===== src/pkg/sarseq_pkg.sv =====
// Package for the successive-approximation converter sequencer.
// Assumes a single 20 MHz clock and an AXI4-Lite register bus.
package sarseq_pkg;

  // ****************************************
  // Register map
  // ****************************************
  // Printed offsets step by one, not by four: they are word indices
  localparam logic [7:0] SARSEQ_RESULT_IDX = 8'hD0;
  localparam logic [7:0] SARSEQ_CTRL_IDX = 8'hD1;
  localparam logic [7:0] SARSEQ_OPT_IDX = 8'hD2;
  localparam int SARSEQ_ADDR_W = 12;
  localparam logic [SARSEQ_ADDR_W-1:0] SARSEQ_RESULT_ADDR = {2'h0, SARSEQ_RESULT_IDX, 2'h0};
  localparam logic [SARSEQ_ADDR_W-1:0] SARSEQ_CTRL_ADDR = {2'h0, SARSEQ_CTRL_IDX, 2'h0};
  localparam logic [SARSEQ_ADDR_W-1:0] SARSEQ_OPT_ADDR = {2'h0, SARSEQ_OPT_IDX, 2'h0};

  // ****************************************
  // Control register fields
  // ****************************************
  localparam int SARSEQ_IE_BIT = 7;
  localparam int SARSEQ_DONE_BIT = 6;
  localparam int SARSEQ_START_BIT = 5;
  localparam int SARSEQ_PWR_BIT = 4;
  localparam int SARSEQ_SYNC_BIT = 0;
  localparam logic [7:0] SARSEQ_CTRL_RESET = 8'h40;

  // ****************************************
  // Timing
  // ****************************************
  localparam int SARSEQ_CLK_HZ = 20000000;
  localparam int SARSEQ_OSC_DIV = 12;
  localparam int SARSEQ_RES_BITS = 8;
  localparam int SARSEQ_CONV_NS = 70000;
  localparam int SARSEQ_REF_OSC_HZ = 8000000;
  // Conversion time in divided-clock ticks at the reference oscillator
  localparam int SARSEQ_CONV_TICKS = (SARSEQ_CONV_NS / 1000) * (SARSEQ_REF_OSC_HZ / 1000000) / SARSEQ_OSC_DIV;
  // Divided ticks per result bit, rounded down, at least one
  localparam int SARSEQ_TICKS_PER_BIT = (SARSEQ_CONV_TICKS / SARSEQ_RES_BITS) > 0 ?
                                        (SARSEQ_CONV_TICKS / SARSEQ_RES_BITS) : 1;

  localparam logic [1:0] SARSEQ_RESP_OKAY = 2'h0;
  localparam logic [1:0] SARSEQ_RESP_SLVERR = 2'h2;

  typedef enum logic [1:0] {SARSEQ_IDLE, SARSEQ_ARM, SARSEQ_STEP} sarseq_state_t;

  // Control bits that travel together
  typedef struct packed {
    logic ie;
    logic pwr;
    logic sync;
  } sarseq_ctrl_t;

  // Comparator interface to the analog side
  typedef struct packed {
    logic [SARSEQ_RES_BITS-1:0] trial;
    logic sample;
  } sarseq_dac_t;

endpackage


===== src/design/sarseq_divider.sv =====
// Tick generator: one-cycle tick every DIV cycles of aclk.
// Assumes clear restarts the count so a restart is aligned.
module sarseq_divider
  import sarseq_pkg::*;
#(
  parameter int DIV = SARSEQ_OSC_DIV * SARSEQ_TICKS_PER_BIT
)
(
  // Clock and reset
  input wire logic aclk,
  input wire logic aresetn,
  // Control
  input wire logic run,
  input wire logic clear,
  output logic tick
);

  localparam int CW = $clog2(DIV + 1);
  localparam logic [CW-1:0] LAST = CW'(DIV - 1);

  logic [CW-1:0] cnt_q;

  // ****************************************
  // Divided step clock
  // ****************************************
  always_ff @(posedge aclk)
  begin
    if (!aresetn || clear || !run)
    begin
      cnt_q <= '0;
    end
    else if (cnt_q == LAST)
    begin
      cnt_q <= '0;
    end
    else
    begin
      cnt_q <= cnt_q + CW'(1);
    end
  end

  assign tick = run && !clear && (cnt_q == LAST);

endmodule // sarseq_divider


===== src/design/sarseq_top.sv =====
// Successive-approximation converter sequencer with AXI4-Lite registers.
// Assumes an external comparator and DAC, and a core wait-mode status pin.
//
// Behaviour
// - Produce an 8-bit result per conversion by successive approximation.
// - Step clock is the oscillator divided by twelve.
// - Conversion takes about 70 us at 8 MHz, scaled by divided clock; the code takes 40 divided ticks, 60 us at 8 MHz.
// - Writing start one begins conversion and clears done flag.
// - Completion sets done flag; result register then valid.
// - Single-shot: idle after completion until start written again.
// - Start during conversion abandons it and begins a new one.
// - Start bit is write-only and reads as zero.
// - Done flag requests vector-four interrupt unless enable is clear.
// - Power bit zero powers down; one powers and enables conversions.
// - Wait mode does not switch off the comparator.
// - Reset stops conversion, control becomes 40h, interrupt masked.
// - Done interrupt can wake the processor from wait mode.
// - Sleep-aligned option holds first step until core is in wait.
// - Result register is read-only at 0D0h with last result.
// - Control at 0D1h: enable, done, start, power; low bits unused.
module sarseq_top
  import sarseq_pkg::*;
#(
  parameter int RES_BITS = SARSEQ_RES_BITS
)
(
  // Clock and reset
  input wire logic aclk,
  input wire logic aresetn,
  // AXI4-Lite write address
  input wire logic [SARSEQ_ADDR_W-1:0] s_axi_awaddr,
  input wire logic s_axi_awvalid,
  output logic s_axi_awready,
  // AXI4-Lite write data
  input wire logic [31:0] s_axi_wdata,
  input wire logic [3:0] s_axi_wstrb,
  input wire logic s_axi_wvalid,
  output logic s_axi_wready,
  // AXI4-Lite write response
  output logic [1:0] s_axi_bresp,
  output logic s_axi_bvalid,
  input wire logic s_axi_bready,
  // AXI4-Lite read address
  input wire logic [SARSEQ_ADDR_W-1:0] s_axi_araddr,
  input wire logic s_axi_arvalid,
  output logic s_axi_arready,
  // AXI4-Lite read data
  output logic [31:0] s_axi_rdata,
  output logic [1:0] s_axi_rresp,
  output logic s_axi_rvalid,
  input wire logic s_axi_rready,
  // Analog side
  input wire logic comp_in,
  output logic [RES_BITS-1:0] dac_trial,
  output logic conv_active,
  output logic analog_power,
  // Core side
  input wire logic core_in_wait,
  output logic irq_vec4
);

  sarseq_state_t state_q;
  sarseq_ctrl_t ctrl_q;
  logic done_q;
  logic [RES_BITS-1:0] result_q;
  logic [RES_BITS-1:0] trial_q;
  logic [$clog2(RES_BITS)-1:0] bit_q;
  logic [2:0] comp_sync_q;
  logic comp_q;
  logic [2:0] wait_sync_q;
  logic wait_q;
  logic aw_held_q;
  logic w_held_q;
  logic [SARSEQ_ADDR_W-1:0] awaddr_q;
  logic [31:0] wdata_q;
  logic [3:0] wstrb_q;
  logic start_pulse;
  logic wr_fire;
  logic step_tick;
  logic finish;

  // Byte lane zero write of control register
  function automatic logic ctrl_write(input logic [SARSEQ_ADDR_W-1:0] a, input logic [3:0] s);
    ctrl_write = (a == SARSEQ_CTRL_ADDR) && s[0];
  endfunction

  // ****************************************
  // Input synchronisers
  // ****************************************
  // Change accepted once second and third stages agree
  always_ff @(posedge aclk)
  begin
    if (!aresetn)
    begin
      comp_sync_q <= '0;
      comp_q <= 1'b0;
    end
    else
    begin
      comp_sync_q <= {comp_sync_q[1:0], comp_in};
      if (comp_sync_q[1] == comp_sync_q[2])
      begin
        comp_q <= comp_sync_q[2];
      end
    end
  end

  always_ff @(posedge aclk)
  begin
    if (!aresetn)
    begin
      wait_sync_q <= '0;
      wait_q <= 1'b0;
    end
    else
    begin
      wait_sync_q <= {wait_sync_q[1:0], core_in_wait};
      if (wait_sync_q[1] == wait_sync_q[2])
      begin
        wait_q <= wait_sync_q[2];
      end
    end
  end

  // ****************************************
  // AXI4-Lite write channel
  // ****************************************
  // Address and data taken in either order; response after both
  assign wr_fire = aw_held_q && w_held_q && !s_axi_bvalid;

  always_ff @(posedge aclk)
  begin
    if (!aresetn)
    begin
      aw_held_q <= 1'b0;
      w_held_q <= 1'b0;
      awaddr_q <= '0;
      wdata_q <= '0;
      wstrb_q <= '0;
      s_axi_awready <= 1'b0;
      s_axi_wready <= 1'b0;
      s_axi_bvalid <= 1'b0;
      s_axi_bresp <= SARSEQ_RESP_OKAY;
    end
    else
    begin
      s_axi_awready <= !aw_held_q && !s_axi_awready && s_axi_awvalid;
      s_axi_wready <= !w_held_q && !s_axi_wready && s_axi_wvalid;
      if (s_axi_awvalid && s_axi_awready)
      begin
        aw_held_q <= 1'b1;
        awaddr_q <= s_axi_awaddr;
      end
      if (s_axi_wvalid && s_axi_wready)
      begin
        w_held_q <= 1'b1;
        wdata_q <= s_axi_wdata;
        wstrb_q <= s_axi_wstrb;
      end
      if (wr_fire)
      begin
        aw_held_q <= 1'b0;
        w_held_q <= 1'b0;
        s_axi_bvalid <= 1'b1;
        // Result register is read-only, so writing it is an error
        s_axi_bresp <= (awaddr_q == SARSEQ_CTRL_ADDR || awaddr_q == SARSEQ_OPT_ADDR) ?
                       SARSEQ_RESP_OKAY : SARSEQ_RESP_SLVERR;
      end
      else if (s_axi_bvalid && s_axi_bready)
      begin
        s_axi_bvalid <= 1'b0;
      end
    end
  end

  assign start_pulse = wr_fire && ctrl_write(awaddr_q, wstrb_q) && wdata_q[SARSEQ_START_BIT];

  // ****************************************
  // Control register
  // ****************************************
  always_ff @(posedge aclk)
  begin
    if (!aresetn)
    begin
      ctrl_q.ie <= SARSEQ_CTRL_RESET[SARSEQ_IE_BIT];
      ctrl_q.pwr <= SARSEQ_CTRL_RESET[SARSEQ_PWR_BIT];
      ctrl_q.sync <= 1'b0;
    end
    else if (wr_fire && wstrb_q[0])
    begin
      if (awaddr_q == SARSEQ_CTRL_ADDR)
      begin
        ctrl_q.ie <= wdata_q[SARSEQ_IE_BIT];
        ctrl_q.pwr <= wdata_q[SARSEQ_PWR_BIT];
      end
      if (awaddr_q == SARSEQ_OPT_ADDR)
      begin
        ctrl_q.sync <= wdata_q[SARSEQ_SYNC_BIT];
      end
    end
  end

  // ****************************************
  // Done flag
  // ****************************************
  // Completion and a start cannot meet: a start aborts the conversion
  always_ff @(posedge aclk)
  begin
    if (!aresetn)
    begin
      done_q <= SARSEQ_CTRL_RESET[SARSEQ_DONE_BIT];
    end
    else if (finish)
    begin
      done_q <= 1'b1;
    end
    else if (start_pulse)
    begin
      done_q <= 1'b0;
    end
  end

  // ****************************************
  // Conversion sequencer
  // ****************************************
  sarseq_divider u_div (
    .aclk(aclk),
    .aresetn(aresetn),
    .run(state_q == SARSEQ_STEP),
    .clear(start_pulse),
    .tick(step_tick)
  );

  assign finish = (state_q == SARSEQ_STEP) && step_tick && (bit_q == '0) && !start_pulse;

  always_ff @(posedge aclk)
  begin
    if (!aresetn)
    begin
      state_q <= SARSEQ_IDLE;
    end
    else
    begin
      case (state_q)
        SARSEQ_IDLE:
        begin
          if (start_pulse && ctrl_q.pwr)
          begin
            state_q <= SARSEQ_ARM;
          end
        end
        SARSEQ_ARM:
        begin
          if (start_pulse && !ctrl_q.pwr)
          begin
            state_q <= SARSEQ_IDLE;
          end
          else if (!ctrl_q.pwr)
          begin
            state_q <= SARSEQ_IDLE;
          end
          else if (!start_pulse && (!ctrl_q.sync || wait_q))
          begin
            state_q <= SARSEQ_STEP;
          end
        end
        SARSEQ_STEP:
        begin
          if (!ctrl_q.pwr)
          begin
            state_q <= SARSEQ_IDLE;
          end
          else if (start_pulse)
          begin
            state_q <= SARSEQ_ARM;
          end
          else if (finish)
          begin
            state_q <= SARSEQ_IDLE;
          end
        end
        default:
        begin
          state_q <= SARSEQ_IDLE;
        end
      endcase
    end
  end

  // Trial word: set next bit, keep or drop current by comparator
  always_ff @(posedge aclk)
  begin
    if (!aresetn)
    begin
      trial_q <= '0;
      bit_q <= '0;
    end
    else if (start_pulse)
    begin
      trial_q <= {1'b1, {(RES_BITS-1){1'b0}}};
      bit_q <= ($clog2(RES_BITS))'(RES_BITS - 1);
    end
    else if (state_q == SARSEQ_STEP && step_tick)
    begin
      // Comparator high means input below trial: drop the bit
      if (comp_q)
      begin
        trial_q[bit_q] <= 1'b0;
      end
      if (bit_q != '0)
      begin
        trial_q[bit_q - 1'b1] <= 1'b1;
        bit_q <= bit_q - 1'b1;
      end
    end
  end

  // Result only on completion so an abort keeps the old value
  always_ff @(posedge aclk)
  begin
    if (!aresetn)
    begin
      result_q <= '0;
    end
    else if (finish)
    begin
      result_q <= comp_q ? (trial_q & ~(RES_BITS'(1))) : trial_q;
    end
  end

  // ****************************************
  // Outputs to analog side and core
  // ****************************************
  // Power follows only the bit, not wait mode
  always_ff @(posedge aclk)
  begin
    if (!aresetn)
    begin
      analog_power <= 1'b0;
      dac_trial <= '0;
      conv_active <= 1'b0;
      irq_vec4 <= 1'b0;
    end
    else
    begin
      analog_power <= ctrl_q.pwr;
      dac_trial <= trial_q;
      conv_active <= (state_q == SARSEQ_STEP);
      // Level request; also serves as the wake source from wait
      irq_vec4 <= done_q && ctrl_q.ie;
    end
  end

  // ****************************************
  // AXI4-Lite read channel
  // ****************************************
  always_ff @(posedge aclk)
  begin
    if (!aresetn)
    begin
      s_axi_arready <= 1'b0;
      s_axi_rvalid <= 1'b0;
      s_axi_rdata <= '0;
      s_axi_rresp <= SARSEQ_RESP_OKAY;
    end
    else
    begin
      s_axi_arready <= !s_axi_arready && !s_axi_rvalid && s_axi_arvalid;
      if (s_axi_arvalid && s_axi_arready)
      begin
        s_axi_rvalid <= 1'b1;
        s_axi_rresp <= SARSEQ_RESP_OKAY;
        s_axi_rdata <= '0;
        case (s_axi_araddr)
          SARSEQ_RESULT_ADDR:
          begin
            s_axi_rdata[RES_BITS-1:0] <= result_q;
          end
          SARSEQ_CTRL_ADDR:
          begin
            // Start position always reads zero
            s_axi_rdata[SARSEQ_IE_BIT] <= ctrl_q.ie;
            s_axi_rdata[SARSEQ_DONE_BIT] <= done_q;
            s_axi_rdata[SARSEQ_START_BIT] <= 1'b0;
            s_axi_rdata[SARSEQ_PWR_BIT] <= ctrl_q.pwr;
          end
          SARSEQ_OPT_ADDR:
          begin
            s_axi_rdata[SARSEQ_SYNC_BIT] <= ctrl_q.sync;
          end
          default:
          begin
            s_axi_rresp <= SARSEQ_RESP_SLVERR;
          end
        endcase
      end
      else if (s_axi_rvalid && s_axi_rready)
      begin
        s_axi_rvalid <= 1'b0;
      end
    end
  end

endmodule // sarseq_top


===== config.mk =====
export PLATFORM = sky130hd
export DESIGN_NAME = sarseq_top
export DESIGN_NICKNAME = d
export VERILOG_FILES = /design/src/pkg/sarseq_pkg.sv /design/src/design/sarseq_divider.sv /design/src/design/sarseq_top.sv
export SDC_FILE = /design/constraint.sdc
export NUM_CORES = 1
export LEC_CHECK = 0
export BUFFER_PORTS_ARGS = -buffer_cell sky130_fd_sc_hd__buf_2
export CORE_ASPECT_RATIO = 0.7
export CORE_MARGIN = 5
export CORE_UTILIZATION = 40
export CTS_CLUSTER_SIZE = 20
export DETAILED_ROUTE_END_ITERATION = 10
export GPL_ROUTABILITY_DRIVEN = 1
export PLACE_DENSITY = 0.7
export SLEW_MARGIN = 10
export SYNTH_ARGS = -nofsm -noshare
export SYNTH_HDL_FRONTEND = slang
export SYNTH_SLANG_ARGS = --single-unit
export TNS_END_PERCENT = 30

===== constraint.sdc =====
create_clock -name aclk -period 1.81 [get_ports aclk]
set_input_delay 0.362 -clock aclk [delete_from_list [all_inputs] [get_ports aclk]]
set_output_delay 0.362 -clock aclk [all_outputs]
set_load 0.05 [all_outputs]

==> summary.md <==
| Metric | Value |
|---|---|
| Final number of setup-violating endpoints | 0 |
| HP Class | in -> reg |
| Clock-pin slew on the worst setup and hold paths | 0.06 ns |
| CTS Sinks | 84 |
| Hold Violations, Final | 0 |
| Pin count of the biggest net entering global routing | 21 |
| Post-synth ARST share | 0% |
| Drt pass-1 iters | 4 |
| Worst path top cell family by delay | compound AO/OA/AOI/OAI gates |
| Largest stage delay on the critical path | 0.41 ns |
| CP max FO | 5 |
| Status | finished, final reports clean |
| Gate power share | 6.5% |
| IO buf count | 63 |
| Leak | 1.864 nW |
| Tot Pwr | 4.380 mW |
| DR WL/cell | 13.21 um |
| RSZ-0062 raised after global routing | no |
| Switching power | 0.9560 mW |
| Sequential fraction of the synthesis area | 47.61% |
| Crit path max-delay cell type | dfxtp_1 |
| Width of the die | 122.3 um |
| TritonCTS Buffers | 9 |
| Layout Utilization | 50.26% |
| Mean area per synthesized cell | 9.080 sq um |
| Pwr dens | 1019 nW/um^2 |
| Post-synthesis cell type count | 59 |
| Cell Count, Final, Fillers Out | 584 |
| Met3 Usage GRT | 4.601% |
| Vias | 2,879 |
| Longest Clk Path Bufs | 2 |
| Commonest non-fill, non-tap cell in the layout | dfxtp_1 |
| Vias per cell | 4.930 |
| Die height | 88.62 um |
| Rows | 28 |
| Worst EP required | 2.04 ns |
| Clk pwr share | 50.2% |
| Layer with the highest usage | met2 |
| DRC | 0 |
| Max-slew violations | 0 |
| Net Sw Frac | 21.83% |
| Post-synthesis register bit count | 84 |
| Layout Nets | 531 |
| Post-synth top flop | dfxtp_1 |
| Total global-route track usage | 15.02% |
| WS Path Type | reg -> reg |
| Sequential power share | 43.3% |
| Setup TNS | 0 ns |
| Max-Cap Viols | 0 |
| Root buffer cell | clkbuf_16 |
| Die area | 10,840 sq um |
| # IOs | 121 |
| Setup slack at placement | 0.07825 ns |
| Initial antenna violation count | 0 |
| GRT overflow | 0 |
| Fin crit share | 94.33% |
| Placed cells | 566 |
| Crit path buf inv count | 1 |
| Antenna Cells | 0 |
| GP Congestion | 0.8642 |
| Starting Density | 41.32% |
| Synth warn | 0 |
| Vias in the first global route | 2,691 |
| Clk Latency, worst-skew pair | 0.34 ns |
| Post-synth EDFFs | 0 |
| Hold Buf Count CTS | 0 |
| Setup crit start kind | register |
| Min cycle time layout | 1.707 ns |
| Critical path arrival | 1.94 ns |
| Fill count | 819 |
| Fmax | 0.5857 GHz |
| TritonCTS clock tree | built |
| Met1 usage | 20.10% |
| DP HPWL | 5850 um |
| Internal power | 3.424 mW |
| Met2 Use GR | 22.73% |
| Crit-path cells | inv_1 > ha_1 > nor3b_1 > a21oi_1 > and4b_1 > o31a_1 |
| DR iter-0 viols | 200 |
| Total core area | 8548 sq um |
| Clk_skew | 0.006603 ns |
| Share of post-route cells with drive strength above 1 | 23.28% |
| Synthesized area | 3532 sq um |
| Most frequent cells in the layout | 84 x dfxtp_1, 63 x buf_2, 61 x nand2_1 |
| Cells after Synth | 389 |
| H-tree depth | 3 |
| Antenna-violating nets left | 0 |
| Total Wirelength | 7713 um |
| First-pass GRT wire length | 12,790 um |
| Final setup margin | 0.1026 ns |
| CP endpoint kind | register |
| Worst vdd ir | 0.7337 mV |
| Synth-to-layout area growth | 21.64% |
what timing repair did:
item	4_1_cts	5_1_grt
buffers inserted	0	2
resized for setup	0	2
endpoints found under the hold margin	0	0
endpoints found under the setup margin	0	6
area by class of cell:
class | count | area (sq um) | area share [%]
clock inverter | 7 | 138.9 | 3.232
multi-input combinational | 276 | 1650 | 38.41
inverter | 14 | 52.55 | 1.223
tap | 120 | 150.1 | 3.494
timing repair buffer | 74 | 397.9 | 9.260
sequential | 84 | 1682 | 39.14
clock buffer | 9 | 225.2 | 5.242
cells in the mapped netlist, types with 2 or more instances:
cell | n | share of area (%)
a22oi_1 | 4 | 0.85
xor2_1 | 4 | 0.99
nand3_1 | 15 | 2.1
nor2_1 | 18 | 1.9
ha_1 | 3 | 1.1
mux2_2 | 4 | 1.3
and3_1 | 4 | 0.71
dfxtp_1 | 84 | 48
nand3b_1 | 3 | 0.64
nand2_1 | 61 | 6.5
mux2i_1 | 10 | 2.8
xnor2_1 | 4 | 0.99
a211oi_1 | 8 | 1.7
nor3_2 | 3 | 0.85
nor3_1 | 10 | 1.4
o21ai_0 | 10 | 1.4
and3b_1 | 2 | 0.50
nand2b_1 | 5 | 0.89
buf_2 | 2 | 0.28
a21oi_1 | 29 | 4.1
buf_4 | 27 | 5.7
and2_1 | 9 | 1.6
a31oi_1 | 8 | 1.4
clkbuf_1 | 9 | 0.96
o31ai_1 | 2 | 0.42
nor4_1 | 2 | 0.35
inv_1 | 14 | 1.5
nor2b_1 | 4 | 0.71
logic make-up after synthesis:
logic type | count (synthesis) | share of synthesized area [%]
adders and majority gates | 3 | 1.063
other | 1 | 0.1062
xor gates and xnor gates | 8 | 1.984
muxes | 14 | 4.109
buffers and inverters | 54 | 8.714
AOI/OAI and AO/OA | 75 | 13.53
and+or+nand+nor | 150 | 22.88
DFF | 84 | 47.61
power groups by stage:
stage                     sequential [mW]  combinational [mW]  clock (mW)
after detailed placement             1.94               0.283           0
after floorplan                      1.95               0.237           0
after CTS                            1.90               0.284        2.25
after global routing                 1.90               0.307        2.35
after global placement               1.94               0.279           0
final                                1.90               0.284        2.20
per-stage QoR:
| step | cell area [sq um] | hold WS, ns |
|---|---|---|
| floorplan | 3626 | 0.4119 |
| global placement | 3904 | 0.4143 |
| detailed placement | 3904 | 0.4223 |
| CTS | 4268 | 0.2194 |
| global route | 4297 | 0.2336 |
| finish | 4297 | 0.2346 |
sequential cells by signal, indices dropped and copies added (netlist names), 2 cells and up:
name and cells:
awaddr_q 12, bit_q 3, comp_sync_q 3, ctrl_q 3
dac_trial 8, result_q 8, s_axi_rdata 8, state_q 2
trial_q 8, u_div.cnt_q 6, wait_sync_q 3, wdata_q 4
metal layers:
metal / wire length, um / share of wire (%)
met1: 3596 / 47
met2: 3298 / 43
met3: 689 / 8.9
met4: 128 / 1.7
met5: 0 / 0
final timing paths:
kind | startpoint | end | slack, ns | cells after the start
max | bit_q[1]$_SDFFE_PN0P_ | trial_q[7]$_SDFFE_PN0P_ | 0.10 | 6
min | core_in_wait | wait_sync_q[0]$_SDFF_PN0_ | 0.23 | 2
max reg2reg | bit_q[1]$_SDFFE_PN0P_ | trial_q[7]$_SDFFE_PN0P_ | 0.10 | 6
min reg2reg | comp_sync_q[0]$_SDFF_PN0_ | comp_sync_q[1]$_SDFF_PN0_ | 0.43 | 1
Power figures use the tool's default switching activity.
